`config.mk`:
```
export PLATFORM = sky130hd
export DESIGN_NAME = fsq_flash_seq
export DESIGN_NICKNAME = d
export VERILOG_FILES = /design/src/fsq_fifo.v /design/src/fsq_flash_seq.v
export VERILOG_INCLUDE_DIRS = /design/src
export SDC_FILE = /design/constraint.sdc
export NUM_CORES = 2
export LEC_CHECK = 0
export BUFFER_PORTS_ARGS = -buffer_cell sky130_fd_sc_hd__clkbuf_2
export CORE_MARGIN = 8
export CORE_UTILIZATION = 40
export DETAILED_ROUTE_END_ITERATION = 8
export GPL_ROUTABILITY_DRIVEN = 0
export GPL_TIMING_DRIVEN = 0
export PLACE_DENSITY_LB_ADDON = 0.08
export SLEW_MARGIN = 25
export SYNTH_ARGS = -nofsm -noshare
export SYNTH_HDL_FRONTEND = slang
export SYNTH_SLANG_ARGS = --single-unit
```
`constraint.sdc`:
```
create_clock -name CLK -period 23.5 [get_ports CLK]
set_clock_uncertainty 0.1 [all_clocks]
set_input_delay 1.175 -clock CLK [delete_from_list [all_inputs] [get_ports CLK]]
set_output_delay 1.175 -clock CLK [all_outputs]
set_load 0.05 [all_outputs]
```
`src/fsq_defs.vh`:
```
`ifndef FSQ_DEFS_VH
`define FSQ_DEFS_VH

// ****************************************
// Instruction opcodes
// ****************************************
`define FSQ_OP_QUAD_OUT     8'h6B
`define FSQ_OP_DUAL_IO      8'hBB
`define FSQ_OP_QUAD_IO      8'hEB
`define FSQ_OP_WRAP_SET     8'h77
`define FSQ_OP_PAGE_PROG    8'h02

// ****************************************
// Dummy clocks before data output
// ****************************************
`define FSQ_DUMMY_QUAD_OUT  4'h8
`define FSQ_DUMMY_DUAL_IO   4'h4
`define FSQ_DUMMY_QUAD_IO   4'h4

// ****************************************
// Wrap setup byte fields and reset values
// ****************************************
`define FSQ_WRAP_DIS_POS    4
`define FSQ_WRAP_LEN_HI     6
`define FSQ_WRAP_LEN_LO     5
`define FSQ_WRAP_DIS_RST    1'b1
`define FSQ_WRAP_LEN_RST    2'h0
`define FSQ_WRAP_BASE_LEN   8'h08

// ****************************************
// Pin synchroniser reset value {cs_n, sclk, io[3:0]}
// ****************************************
`define FSQ_PIN_RST         6'h20

// ****************************************
// Program cycle timing
// ****************************************
`define FSQ_CLK_MHZ         10
`define FSQ_TPP_US          400
`define FSQ_TPP_CYCLES      (`FSQ_TPP_US * `FSQ_CLK_MHZ)

// ****************************************
// Write path buffering
// ****************************************
`define FSQ_FIFO_DEPTH      4
`define FSQ_FIFO_WIDTH      32

`endif

```
`src/fsq_fifo.v`:
```
`timescale 1ns/1ps
`include "fsq_defs.vh"

module fsq_fifo #(
	parameter WIDTH = `FSQ_FIFO_WIDTH,
	parameter DEPTH = `FSQ_FIFO_DEPTH
)(
	// Clock and reset
	input  wire             clk,
	input  wire             reset,
	// Fill side
	input  wire             in_valid,
	output wire             in_ready,
	input  wire [WIDTH-1:0] in_data,
	// Drain side
	output wire             out_valid,
	input  wire             out_ready,
	output wire [WIDTH-1:0] out_data
);
	localparam AW = (DEPTH > 1) ? $clog2(DEPTH) : 1;

	reg [WIDTH-1:0] mem [0:DEPTH-1];
	reg [AW-1:0]    wr_ptr;
	reg [AW-1:0]    rd_ptr;
	reg [AW:0]      count;

	wire do_push = in_valid & in_ready;
	wire do_pop  = out_valid & out_ready;

	assign in_ready  = (count != DEPTH[AW:0]);
	assign out_valid = (count != {(AW+1){1'b0}});
	assign out_data  = mem[rd_ptr];

	// ****************************************
	// Storage has no reset; the count guards it
	// ****************************************
	always @(posedge clk)
	begin
		if (do_push)
			mem[wr_ptr] <= in_data;
	end

	always @(posedge clk or posedge reset)
	begin
		if (reset)
		begin
			wr_ptr <= {AW{1'b0}};
			rd_ptr <= {AW{1'b0}};
			count  <= {(AW+1){1'b0}};
		end
		else
		begin
			if (do_push)
				wr_ptr <= (wr_ptr == DEPTH[AW-1:0] - 1'b1) ? {AW{1'b0}} : wr_ptr + 1'b1;
			if (do_pop)
				rd_ptr <= (rd_ptr == DEPTH[AW-1:0] - 1'b1) ? {AW{1'b0}} : rd_ptr + 1'b1;
			if (do_push & ~do_pop)
				count <= count + 1'b1;
			else if (do_pop & ~do_push)
				count <= count - 1'b1;
		end
	end
endmodule

```
`src/fsq_flash_seq.v`:
```
// Overview of operation
// - Quad output read accepted only with quad lane enable set; data on four lanes.
// - Quad output read: opcode, 24-bit address, eight dummy clocks, then data.
// - Dual I/O read takes address two bits per clock, returns data on two lanes.
// - Quad I/O read moves four bits per clock; four dummy clocks before data.
// - Quad I/O read accepted only while quad lane enable is set.
// - Wrap setup: opcode, 24 dummy bits, wrap byte; top bit and low nibble ignored.
// - Wrap disable 0 enables wrap; length codes select 8, 16, 32, 64 bytes.
// - Wrapped quad I/O read loops inside its aligned section until chip select rises.
// - Stored wrap setting applies to all later quad I/O reads until rewritten.
// - Wrap disable resets to 1 on power-on, software or hardware reset.
// - Page program needs write enable latch set; opcode, address, data on one lane.
// - Program loads 1 to 256 bytes; column wraps within page, later bytes overwrite.
// - Program runs only if chip select rises right after a whole byte.
// - Self-timed program cycle of tpp with busy set, then busy clears.
// - Write enable latch clears when the program cycle finishes.
// - Program to a protected page is not performed.
// - Read address advances after every output byte, streaming until chip select rises.
// - Reads arriving while busy are ignored without disturbing the running cycle.
`timescale 1ns/1ps
`include "fsq_defs.vh"

module fsq_flash_seq #(
	parameter [15:0] TPP_CYCLES = `FSQ_TPP_CYCLES,
	parameter        FIFO_DEPTH = `FSQ_FIFO_DEPTH
)(
	// Clock and reset
	input  wire        CLK,
	input  wire        RESET,
	input  wire        SOFT_RESET,
	// Serial pins
	input  wire        SPI_CS_N,
	input  wire        SPI_SCLK,
	input  wire [3:0]  SPI_IO_IN,
	output reg  [3:0]  SPI_IO_OUT,
	output reg  [3:0]  SPI_IO_OE_N,
	// Status and control bits
	input  wire        QUAD_LANE_ENABLE_BIT,
	input  wire        WEL_SET,
	input  wire        WEL_CLEAR,
	output reg         WRITE_ENABLE_LATCH,
	output reg         BUSY,
	output reg         WRAP_DISABLE_BIT,
	output reg  [1:0]  WRAP_LENGTH_FIELD,
	// Protection lookup
	output reg  [15:0] PROG_PAGE_ADDR,
	input  wire        PAGE_PROTECT_HIT,
	// Array read port
	output reg  [23:0] MEM_RD_ADDR,
	input  wire [7:0]  MEM_RD_DATA,
	// Array write port
	output wire        MEM_WR_VALID,
	input  wire        MEM_WR_READY,
	output wire [23:0] MEM_WR_ADDR,
	output wire [7:0]  MEM_WR_DATA
);
	// ****************************************
	// States
	// ****************************************
	localparam [3:0] S_IDLE   = 4'h0;
	localparam [3:0] S_CMD    = 4'h1;
	localparam [3:0] S_ADDR   = 4'h2;
	localparam [3:0] S_DUMMY  = 4'h3;
	localparam [3:0] S_DATA   = 4'h4;
	localparam [3:0] S_WRAPB  = 4'h5;
	localparam [3:0] S_PROG   = 4'h6;
	localparam [3:0] S_IGNORE = 4'h7;

	// ****************************************
	// Decoding helpers
	// ****************************************
	function [23:0] shift_in;
		input [23:0] sr;
		input [2:0]  w;
		input [3:0]  v;
		begin
			case (w)
				3'h1:    shift_in = {sr[22:0], v[0]};
				3'h2:    shift_in = {sr[21:0], v[1:0]};
				default: shift_in = {sr[19:0], v[3:0]};
			endcase
		end
	endfunction

	function [4:0] addr_clocks;
		input [2:0] w;
		begin
			case (w)
				3'h1:    addr_clocks = 5'h18;
				3'h2:    addr_clocks = 5'h0C;
				default: addr_clocks = 5'h06;
			endcase
		end
	endfunction

	function [23:0] next_read_addr;
		input [23:0] a;
		input        wrap_on;
		input [1:0]  len;
		reg   [7:0]  m;
		reg   [7:0]  inc;
		begin
			m   = (`FSQ_WRAP_BASE_LEN << len) - 8'h01;
			inc = a[7:0] + 8'h01;
			if (wrap_on)
				next_read_addr = {a[23:8], (a[7:0] & ~m) | (inc & m)};
			else
				next_read_addr = a + 24'h00_0001;
		end
	endfunction

	// ****************************************
	// Pin synchronisers, three stages and agreement filter
	// ****************************************
	wire [5:0] pin_raw = {SPI_CS_N, SPI_SCLK, SPI_IO_IN};
	reg  [5:0] sync1;
	reg  [5:0] sync2;
	reg  [5:0] sync3;
	reg  [5:0] pin_f;
	reg  [5:0] pin_d;

	// Reset pattern matches the idle pin levels so no false edge follows reset
	localparam [5:0] PIN_RST = `FSQ_PIN_RST;

	genvar gi;
	generate
		for (gi = 0; gi < 6; gi = gi + 1)
		begin : g_sync
			always @(posedge CLK or posedge RESET)
			begin
				if (RESET)
				begin
					sync1[gi] <= PIN_RST[gi];
					sync2[gi] <= PIN_RST[gi];
					sync3[gi] <= PIN_RST[gi];
					pin_f[gi] <= PIN_RST[gi];
					pin_d[gi] <= PIN_RST[gi];
				end
				else
				begin
					sync1[gi] <= pin_raw[gi];
					sync2[gi] <= sync1[gi];
					sync3[gi] <= sync2[gi];
					if (sync2[gi] == sync3[gi])
						pin_f[gi] <= sync3[gi];
					pin_d[gi] <= pin_f[gi];
				end
			end
		end
	endgenerate

	wire       cs_n      = pin_f[5];
	wire [3:0] io        = pin_f[3:0];
	wire       sclk_rise = pin_f[4] & ~pin_d[4] & ~cs_n;
	wire       sclk_fall = ~pin_f[4] & pin_d[4] & ~cs_n;
	wire       cs_rise   = cs_n & ~pin_d[5];

	// ****************************************
	// Instruction state
	// ****************************************
	reg  [3:0]  state;
	reg  [7:0]  cmd;
	reg  [7:0]  cmd_sr;
	reg  [4:0]  cnt;
	reg  [2:0]  w;
	reg  [2:0]  dw;
	reg  [3:0]  dmy;
	reg  [23:0] addr_sr;
	reg  [7:0]  mem_q;
	reg  [7:0]  out_sr;
	reg  [3:0]  bits_left;
	reg  [7:0]  byte_sr;
	reg  [2:0]  bitc;
	reg         byte_seen;
	reg  [7:0]  pp_col;
	reg  [255:0] loaded;
	reg  [7:0]  page_mem [0:255];

	// Program engine state
	reg  [15:0] timer;
	reg  [7:0]  drain_idx;
	reg         draining;

	wire [23:0] addr_new   = shift_in(addr_sr, w, io);
	wire [7:0]  op_new     = {cmd_sr[6:0], io[0]};
	wire [7:0]  byte_new   = {byte_sr[6:0], io[0]};
	wire [7:0]  byte_now   = (bits_left == 4'h0) ? mem_q : out_sr;
	wire        wrap_on    = (cmd == `FSQ_OP_QUAD_IO) & ~WRAP_DISABLE_BIT;
	wire [7:0]  wrap_byte  = addr_new[7:0];
	wire        prog_byte  = (state == S_PROG) & sclk_rise & (bitc == 3'h7);
	wire        prog_start = cs_rise & (state == S_PROG) & (bitc == 3'h0) & byte_seen
		& ~PAGE_PROTECT_HIT & ~BUSY;
	wire        fifo_in_valid;
	wire        fifo_in_ready;
	wire        prog_done  = BUSY & (timer == 16'h0000) & ~draining & ~MEM_WR_VALID;

	// ****************************************
	// Page buffer, column wraps inside the page
	// ****************************************
	always @(posedge CLK)
	begin
		if (prog_byte)
			page_mem[pp_col] <= byte_new;
	end

	// ****************************************
	// Instruction sequencer
	// ****************************************
	always @(posedge CLK or posedge RESET)
	begin
		if (RESET)
		begin
			state             <= S_IDLE;
			cmd               <= 8'h00;
			cmd_sr            <= 8'h00;
			cnt               <= 5'h00;
			w                 <= 3'h1;
			dw                <= 3'h4;
			dmy               <= 4'h0;
			addr_sr           <= 24'h00_0000;
			mem_q             <= 8'h00;
			out_sr            <= 8'h00;
			bits_left         <= 4'h0;
			byte_sr           <= 8'h00;
			bitc              <= 3'h0;
			byte_seen         <= 1'b0;
			pp_col            <= 8'h00;
			loaded            <= {256{1'b0}};
			PROG_PAGE_ADDR    <= 16'h0000;
			MEM_RD_ADDR       <= 24'h00_0000;
			SPI_IO_OUT        <= 4'h0;
			SPI_IO_OE_N       <= 4'hF;
			WRAP_DISABLE_BIT  <= `FSQ_WRAP_DIS_RST;
			WRAP_LENGTH_FIELD <= `FSQ_WRAP_LEN_RST;
		end
		else
		begin
			mem_q <= MEM_RD_DATA;
			if (cs_n)
			begin
				// Any unfinished instruction simply evaporates here
				state       <= S_IDLE;
				SPI_IO_OE_N <= 4'hF;
			end
			else
			begin
				case (state)
					S_IDLE:
					begin
						state <= S_CMD;
						cnt   <= 5'h00;
					end
					S_CMD:
					if (sclk_rise)
					begin
						cmd_sr <= op_new;
						cnt    <= cnt + 5'h01;
						if (cnt == 5'h07)
						begin
							cmd     <= op_new;
							cnt     <= 5'h00;
							addr_sr <= 24'h00_0000;
							if (BUSY)
								state <= S_IGNORE;
							else
							case (op_new)
								`FSQ_OP_QUAD_OUT:
								begin
									state <= QUAD_LANE_ENABLE_BIT ? S_ADDR : S_IGNORE;
									w     <= 3'h1;
									dw    <= 3'h4;
									dmy   <= `FSQ_DUMMY_QUAD_OUT;
								end
								`FSQ_OP_DUAL_IO:
								begin
									state <= S_ADDR;
									w     <= 3'h2;
									dw    <= 3'h2;
									dmy   <= `FSQ_DUMMY_DUAL_IO;
								end
								`FSQ_OP_QUAD_IO:
								begin
									state <= QUAD_LANE_ENABLE_BIT ? S_ADDR : S_IGNORE;
									w     <= 3'h4;
									dw    <= 3'h4;
									dmy   <= `FSQ_DUMMY_QUAD_IO;
								end
								`FSQ_OP_WRAP_SET:
								begin
									state <= S_ADDR;
									w     <= 3'h4;
								end
								`FSQ_OP_PAGE_PROG:
								begin
									state <= WRITE_ENABLE_LATCH ? S_ADDR : S_IGNORE;
									w     <= 3'h1;
								end
								default:
									state <= S_IGNORE;
							endcase
						end
					end
					S_ADDR:
					if (sclk_rise)
					begin
						addr_sr <= addr_new;
						cnt     <= cnt + 5'h01;
						if (cnt == addr_clocks(w) - 5'h01)
						begin
							cnt <= 5'h00;
							if (cmd == `FSQ_OP_WRAP_SET)
								state <= S_WRAPB;
							else if (cmd == `FSQ_OP_PAGE_PROG)
							begin
								state          <= S_PROG;
								pp_col         <= addr_new[7:0];
								PROG_PAGE_ADDR <= addr_new[23:8];
								bitc           <= 3'h0;
								byte_seen      <= 1'b0;
								loaded         <= {256{1'b0}};
							end
							else
							begin
								state       <= S_DUMMY;
								MEM_RD_ADDR <= addr_new;
							end
						end
					end
					S_DUMMY:
					if (sclk_rise)
					begin
						// Lane values here are not used
						cnt <= cnt + 5'h01;
						if (cnt == {1'b0, dmy} - 5'h01)
						begin
							state     <= S_DATA;
							bits_left <= 4'h0;
						end
					end
					S_DATA:
					if (sclk_fall)
					begin
						SPI_IO_OE_N <= (dw == 3'h2) ? 4'hC : 4'h0;
						if (dw == 3'h2)
						begin
							SPI_IO_OUT <= {2'h0, byte_now[7:6]};
							out_sr     <= {byte_now[5:0], 2'h0};
						end
						else
						begin
							SPI_IO_OUT <= byte_now[7:4];
							out_sr     <= {byte_now[3:0], 4'h0};
						end
						bits_left <= ((bits_left == 4'h0) ? 4'h8 : bits_left) - {1'b0, dw};
						// Fetch for the next byte starts as this one begins to leave
						if (bits_left == 4'h0)
							MEM_RD_ADDR <= next_read_addr(MEM_RD_ADDR, wrap_on, WRAP_LENGTH_FIELD);
					end
					S_WRAPB:
					if (sclk_rise)
					begin
						addr_sr <= addr_new;
						cnt     <= cnt + 5'h01;
						if (cnt == 5'h01)
						begin
							state             <= S_IGNORE;
							WRAP_DISABLE_BIT  <= wrap_byte[`FSQ_WRAP_DIS_POS];
							WRAP_LENGTH_FIELD <= wrap_byte[`FSQ_WRAP_LEN_HI:`FSQ_WRAP_LEN_LO];
						end
					end
					S_PROG:
					if (sclk_rise)
					begin
						byte_sr <= byte_new;
						bitc    <= bitc + 3'h1;
						if (bitc == 3'h7)
						begin
							loaded[pp_col] <= 1'b1;
							pp_col         <= pp_col + 8'h01;
							byte_seen      <= 1'b1;
						end
					end
					S_IGNORE:
						state <= S_IGNORE;
					default:
						state <= S_IGNORE;
				endcase
			end
			if (SOFT_RESET)
			begin
				WRAP_DISABLE_BIT  <= `FSQ_WRAP_DIS_RST;
				WRAP_LENGTH_FIELD <= `FSQ_WRAP_LEN_RST;
			end
		end
	end

	// ****************************************
	// Self-timed program cycle
	// ****************************************
	// Busy lasts at least tpp; a stalled array write port stretches it
	assign fifo_in_valid = BUSY & draining & loaded[drain_idx];

	always @(posedge CLK or posedge RESET)
	begin
		if (RESET)
		begin
			BUSY               <= 1'b0;
			timer              <= 16'h0000;
			drain_idx          <= 8'h00;
			draining           <= 1'b0;
			WRITE_ENABLE_LATCH <= 1'b0;
		end
		else
		begin
			if (prog_start)
			begin
				BUSY      <= 1'b1;
				timer     <= TPP_CYCLES;
				drain_idx <= 8'h00;
				draining  <= 1'b1;
			end
			else if (BUSY)
			begin
				if (timer != 16'h0000)
					timer <= timer - 16'h0001;
				if (draining & (~loaded[drain_idx] | fifo_in_ready))
				begin
					drain_idx <= drain_idx + 8'h01;
					if (drain_idx == 8'hFF)
						draining <= 1'b0;
				end
				if (prog_done)
					BUSY <= 1'b0;
			end
			if (WEL_SET)
				WRITE_ENABLE_LATCH <= 1'b1;
			else if (WEL_CLEAR | SOFT_RESET | prog_done)
				WRITE_ENABLE_LATCH <= 1'b0;
		end
	end

	// ****************************************
	// Write buffer toward the array
	// ****************************************
	fsq_fifo #(
		.WIDTH (`FSQ_FIFO_WIDTH),
		.DEPTH (FIFO_DEPTH)
	) u_wr_fifo (
		.clk       (CLK),
		.reset     (RESET),
		.in_valid  (fifo_in_valid),
		.in_ready  (fifo_in_ready),
		.in_data   ({PROG_PAGE_ADDR, drain_idx, page_mem[drain_idx]}),
		.out_valid (MEM_WR_VALID),
		.out_ready (MEM_WR_READY),
		.out_data  ({MEM_WR_ADDR, MEM_WR_DATA})
	);
endmodule

```
==> results.md <==
Global routing:
- The number of global-route vias before repair is 56.0k.
- After global routing the overflow that remains totals 0.
- The number of antenna violations at the first check in global routing is 23.
- The wire length of the first global-routing pass is 442000 um.
- The largest net degree at the start of global routing is 95.
- The total routing resource utilization after global routing is 22.2%.

Setup path:
- The critical path endpoint category is a flop.
- The maximum fanout along the worst path is 10.
- The endpoint identified for the worst register-to-register timing path is page_mem[95][2]$_DFFE_PP_.
- The class of the most critical setup path is flop to flop.
- The launching element of the worst setup path is cmd[0]$_DFFE_PP0P_.
- In this run the worst setup path terminates at page_mem[95][2]$_DFFE_PP_.
- STA classifies the critical path startpoint as a flop.
- The source of the worst register-to-register timing path is cmd[0]$_DFFE_PP0P_.
- The arrival time at the worst endpoint is 6.18 ns.
- Data on the critical path is required at its endpoint by 23.86 ns.
- For the worst flop-to-flop path, the logic depth is 10.
- Across all register-to-register paths, the minimum setup slack is 17.68 ns.

Clock network:
- TritonCTS built the clock tree.
- The clock latency reported for the late side of the worst-skew pair is 0.87 ns.
- The total number of clock tree sinks is 2630.
- Clock-pin slew was measured on the worst setup and hold paths at 0.06 ns.
- The total clock buffers created by CTS is 299.
- In this run, post-CTS repair resized a total of 0 instances.
- The maximum root-to-sink buffer count is 4.
- The number of setup buffers added after CTS is 0.
- The number of hold buffers added after CTS was 0.
- The H-tree was split into 5 levels.
- The library cell used as clock root buffer is clkbuf_16.

Placement:
- The worst slack at placement is 17.63 ns.
- The half-perimeter wire length after detailed placement is 213000 um.
- The count of port buffers added during placement is 107.

Min path:
- The worst hold path belongs to the class flop to flop.

Yosys:
- Of the total synthesized cell area, the portion taken by full adders, half adders and majority gates is 0.347%.
- The number of nets in the synthesized netlist is 5521.
- After Yosys synthesis, and, or, nand and nor cells account for 4.04% of the synthesized area.
- The most frequently used flop master after synthesis is edfxtp_1.
- The share of the synthesized netlist area taken by xor and xnor gates is 0.217%.
- The post-synthesis cell area is 105000 sq um.
- The top cell type's share of synthesized area is 62.4%.
- In the post-synthesis netlist, the biggest area contributors are edfxtp_1, mux4_2, dfrtp_1, nor2_1, a21oi_1.
- The portion of netlist area occupied by mux cells is 17.3%.
- The cell count after synthesis is 5476.
- Of all cell types, the one taking the most synthesized area is edfxtp_1.
- The commonest cells after synthesis are edfxtp_1, mux4_2, nor2_1.
- After synthesis, the mean cell area works out to 19.1 sq um.
- Yosys instantiated no cell more often than edfxtp_1.
- Of the synthesized area, sequential elements account for 73.3%.
- The count of yosys warnings during synthesis is 0.
- For this run, asynchronously set or reset flops after synthesis account for 17.3%.
- Summing the areas of all compound-gate instances in the mapped netlist gives 3.11% of the synthesized area.
- The synthesized design contains 2176 enable-type register cells.
- The dominant combinational cell family by area after synthesis is multiplexers.
- The flop and latch count out of synthesis is 2630.
- The number of different library cells in the post-synthesis netlist is 75.

STA:
- The clock period minus worst slack is 5.82 ns.
- The worst path uses 24.8% of the clock period.
- The setup TNS is 0 ns.
- The max-slew headroom at the worst pin is 25.3%.
- Derived from the worst setup path, the maximum achievable clock frequency is 172 MHz.
- The number of hold violations in the final report was 0.
- The count of pins over their slew limit is 0.
- Setup repair after global routing left no endpoint under its margin.
- After layout, the worst setup slack is 17.68 ns.
- The setup violation total in the final timing report is 0.
- The slew of the pin with the lowest slew margin is 1.12 ns.

Power and ir drop:
- The overall power is 10200 uW.
- The analysis attributes to cell leakage a power of 0.0417 uW.
- The power per cell area is 84.2 nW/um^2.
- IR analysis of the VDD net gives a maximum drop of 0.0000872 V.

Job:
- The max-cap violation count is 0.

Detailed routing:
- In the routed design, unresolved DRC markers number 0.
- The post-detailed-routing wire length is 315000 um.
- The violation count after the first detailed-routing iteration is 6054.
- The first-pass iteration count of the detailed router is 5.
- In the routed layout, each cell is associated on average with a via count of 5.77.
- The via count of the routed design is 56.0k.
- The antenna violation net count after detailed routing is 0.
- In the final routed layout, each cell accounts on average for 32.5 um.

Finish:
- The number of nets in the finished design is 5996.
- The post-route netlist has 26.9% of its cells at a drive strength greater than 1.
- Compared with the post-synthesis result, the final layout area differs by 15.4%.

Die:
- The core region is 261000 sq um.
- In this run the horizontal extent of the chip is 528 um.
- The floorplan has 188 rows.
- 108 I/O pins were placed.
- The area of the die is 278000 sq um.
- The initial core utilization is 40.1%.
- The die span in y is 528 um.

Outcome:
- The flow ran to the end, and the final reports show no timing, DRC or antenna violations.
-- worst min path at each step --
stage / start / endpoint / slack [ns] / cells past startpoint
after floorplan: sync1[0]$_DFF_PP0_ / sync2[0]$_DFF_PP0_ / 0.23 / 0
after global placement: sync1[4]$_DFF_PP0_ / sync2[4]$_DFF_PP0_ / 0.24 / 0
after detailed placement: sync1[0]$_DFF_PP0_ / sync2[0]$_DFF_PP0_ / 0.24 / 0
after CTS: RESET / out_sr[6]$_DFFE_PP0P_ / 0.22 / 2
after global routing: RESET / SPI_IO_OUT[0]$_DFFE_PP0P_ / 0.25 / 2
final: sync1[0]$_DFF_PP0_ / sync2[0]$_DFF_PP0_ / 0.25 / 0
-- layout by cell type, fill, tap and decap left out, drive strengths merged, types with 6 or more instances in the layout --
master,count
clkinv,111
nand4,10
nor3,29
buf,245
nor2,593
maj3,6
ha,21
mux4,775
nor2b,19
a31oi,7
o221ai,23
mux2,30
dfrtp,444
bufinv,26
nand2b,14
and2,13
or3,7
nor3b,12
nor4,10
o22ai,27
mux2i,29
dfstp,10
inv,37
nand2,199
a22o,8
clkbuf,679
a22oi,18
a21oi,321
o21ai,98
edfxtp,2176
a211oi,7
xor2,9
clkinvlp,7
a211o,9
xnor2,17
and3,33
nand3,30
-- through the flow --
stage               utilization, %  std cells  instance area [sq um]  hold WS (ns)
floorplan                        -       5476                 105000         0.231
global placement              42.0       9098                 110000         0.237
detailed placement            42.6       9163                 111000         0.236
CTS                           46.2       9696                 121000         0.217
global route                  46.2       9700                 121000         0.250
finish                        46.2       9703                 121000         0.245
-- critical path, cell delays in order, from the launching register on --
cell	delay, ns
dfrtp_1	0.39
or4b_2	0.67
nor4_1	0.60
nor2b_1	0.39
a21oi_1	0.11
a211oi_2	0.45
clkbuf_2	0.27
and3_1	0.30
nand2_1	0.64
clkbuf_4	0.67
nor2_1	0.82
-- cells by family after synthesis --
family                     Yosys count
xor gates and xnor gates            26
muxes                              834
DFF                               2630
AOI/OAI and AO/OA                  564
adders and majority gates           29
buffers and inverters              398
and+or+nand+nor                    995
-- final cells by class --
cell class | count | area (sq um)
Fill cell | 22100 | 140000
Sequential cell | 2630 | 76700
Multi-Input combinational cell | 2448 | 26300
Clock buffer | 380 | 8130
Tap cell | 3515 | 4400
Timing Repair Buffer | 174 | 1950
Buffer | 370 | 1800
Clock inverter | 153 | 1450
Inverter | 28 | 113
Antenna cell | 5 | 12.5
-- per-layer routing --
layer / part of all wire (%) / track usage [%]
met2: 46 / 34.3
met4: 2.8 / 5.55
met1: 45 / 33.0
met5: 0.011 / 0
met3: 6.5 / 3.89
-- registers in the layout, summed over array words and instances (netlist names), 7 cells and up --
signal          cells
PROG_PAGE_ADDR     16
cmd_sr              7
cmd                 8
byte_sr             7
pp_col              8
timer              16
addr_sr            23
drain_idx           8
page_mem         2048
mem_q               8
u_wr_fifo.mem     128
loaded            256
MEM_RD_ADDR        24
-- report_power, final --
group	total [uW]	switching [uW]	internal, uW
sequential	5180	65.1	5110
combinational	384	286	98.2
clock	4620	1880	2730
No activity file was read; power rests on OpenSTA's default activity.
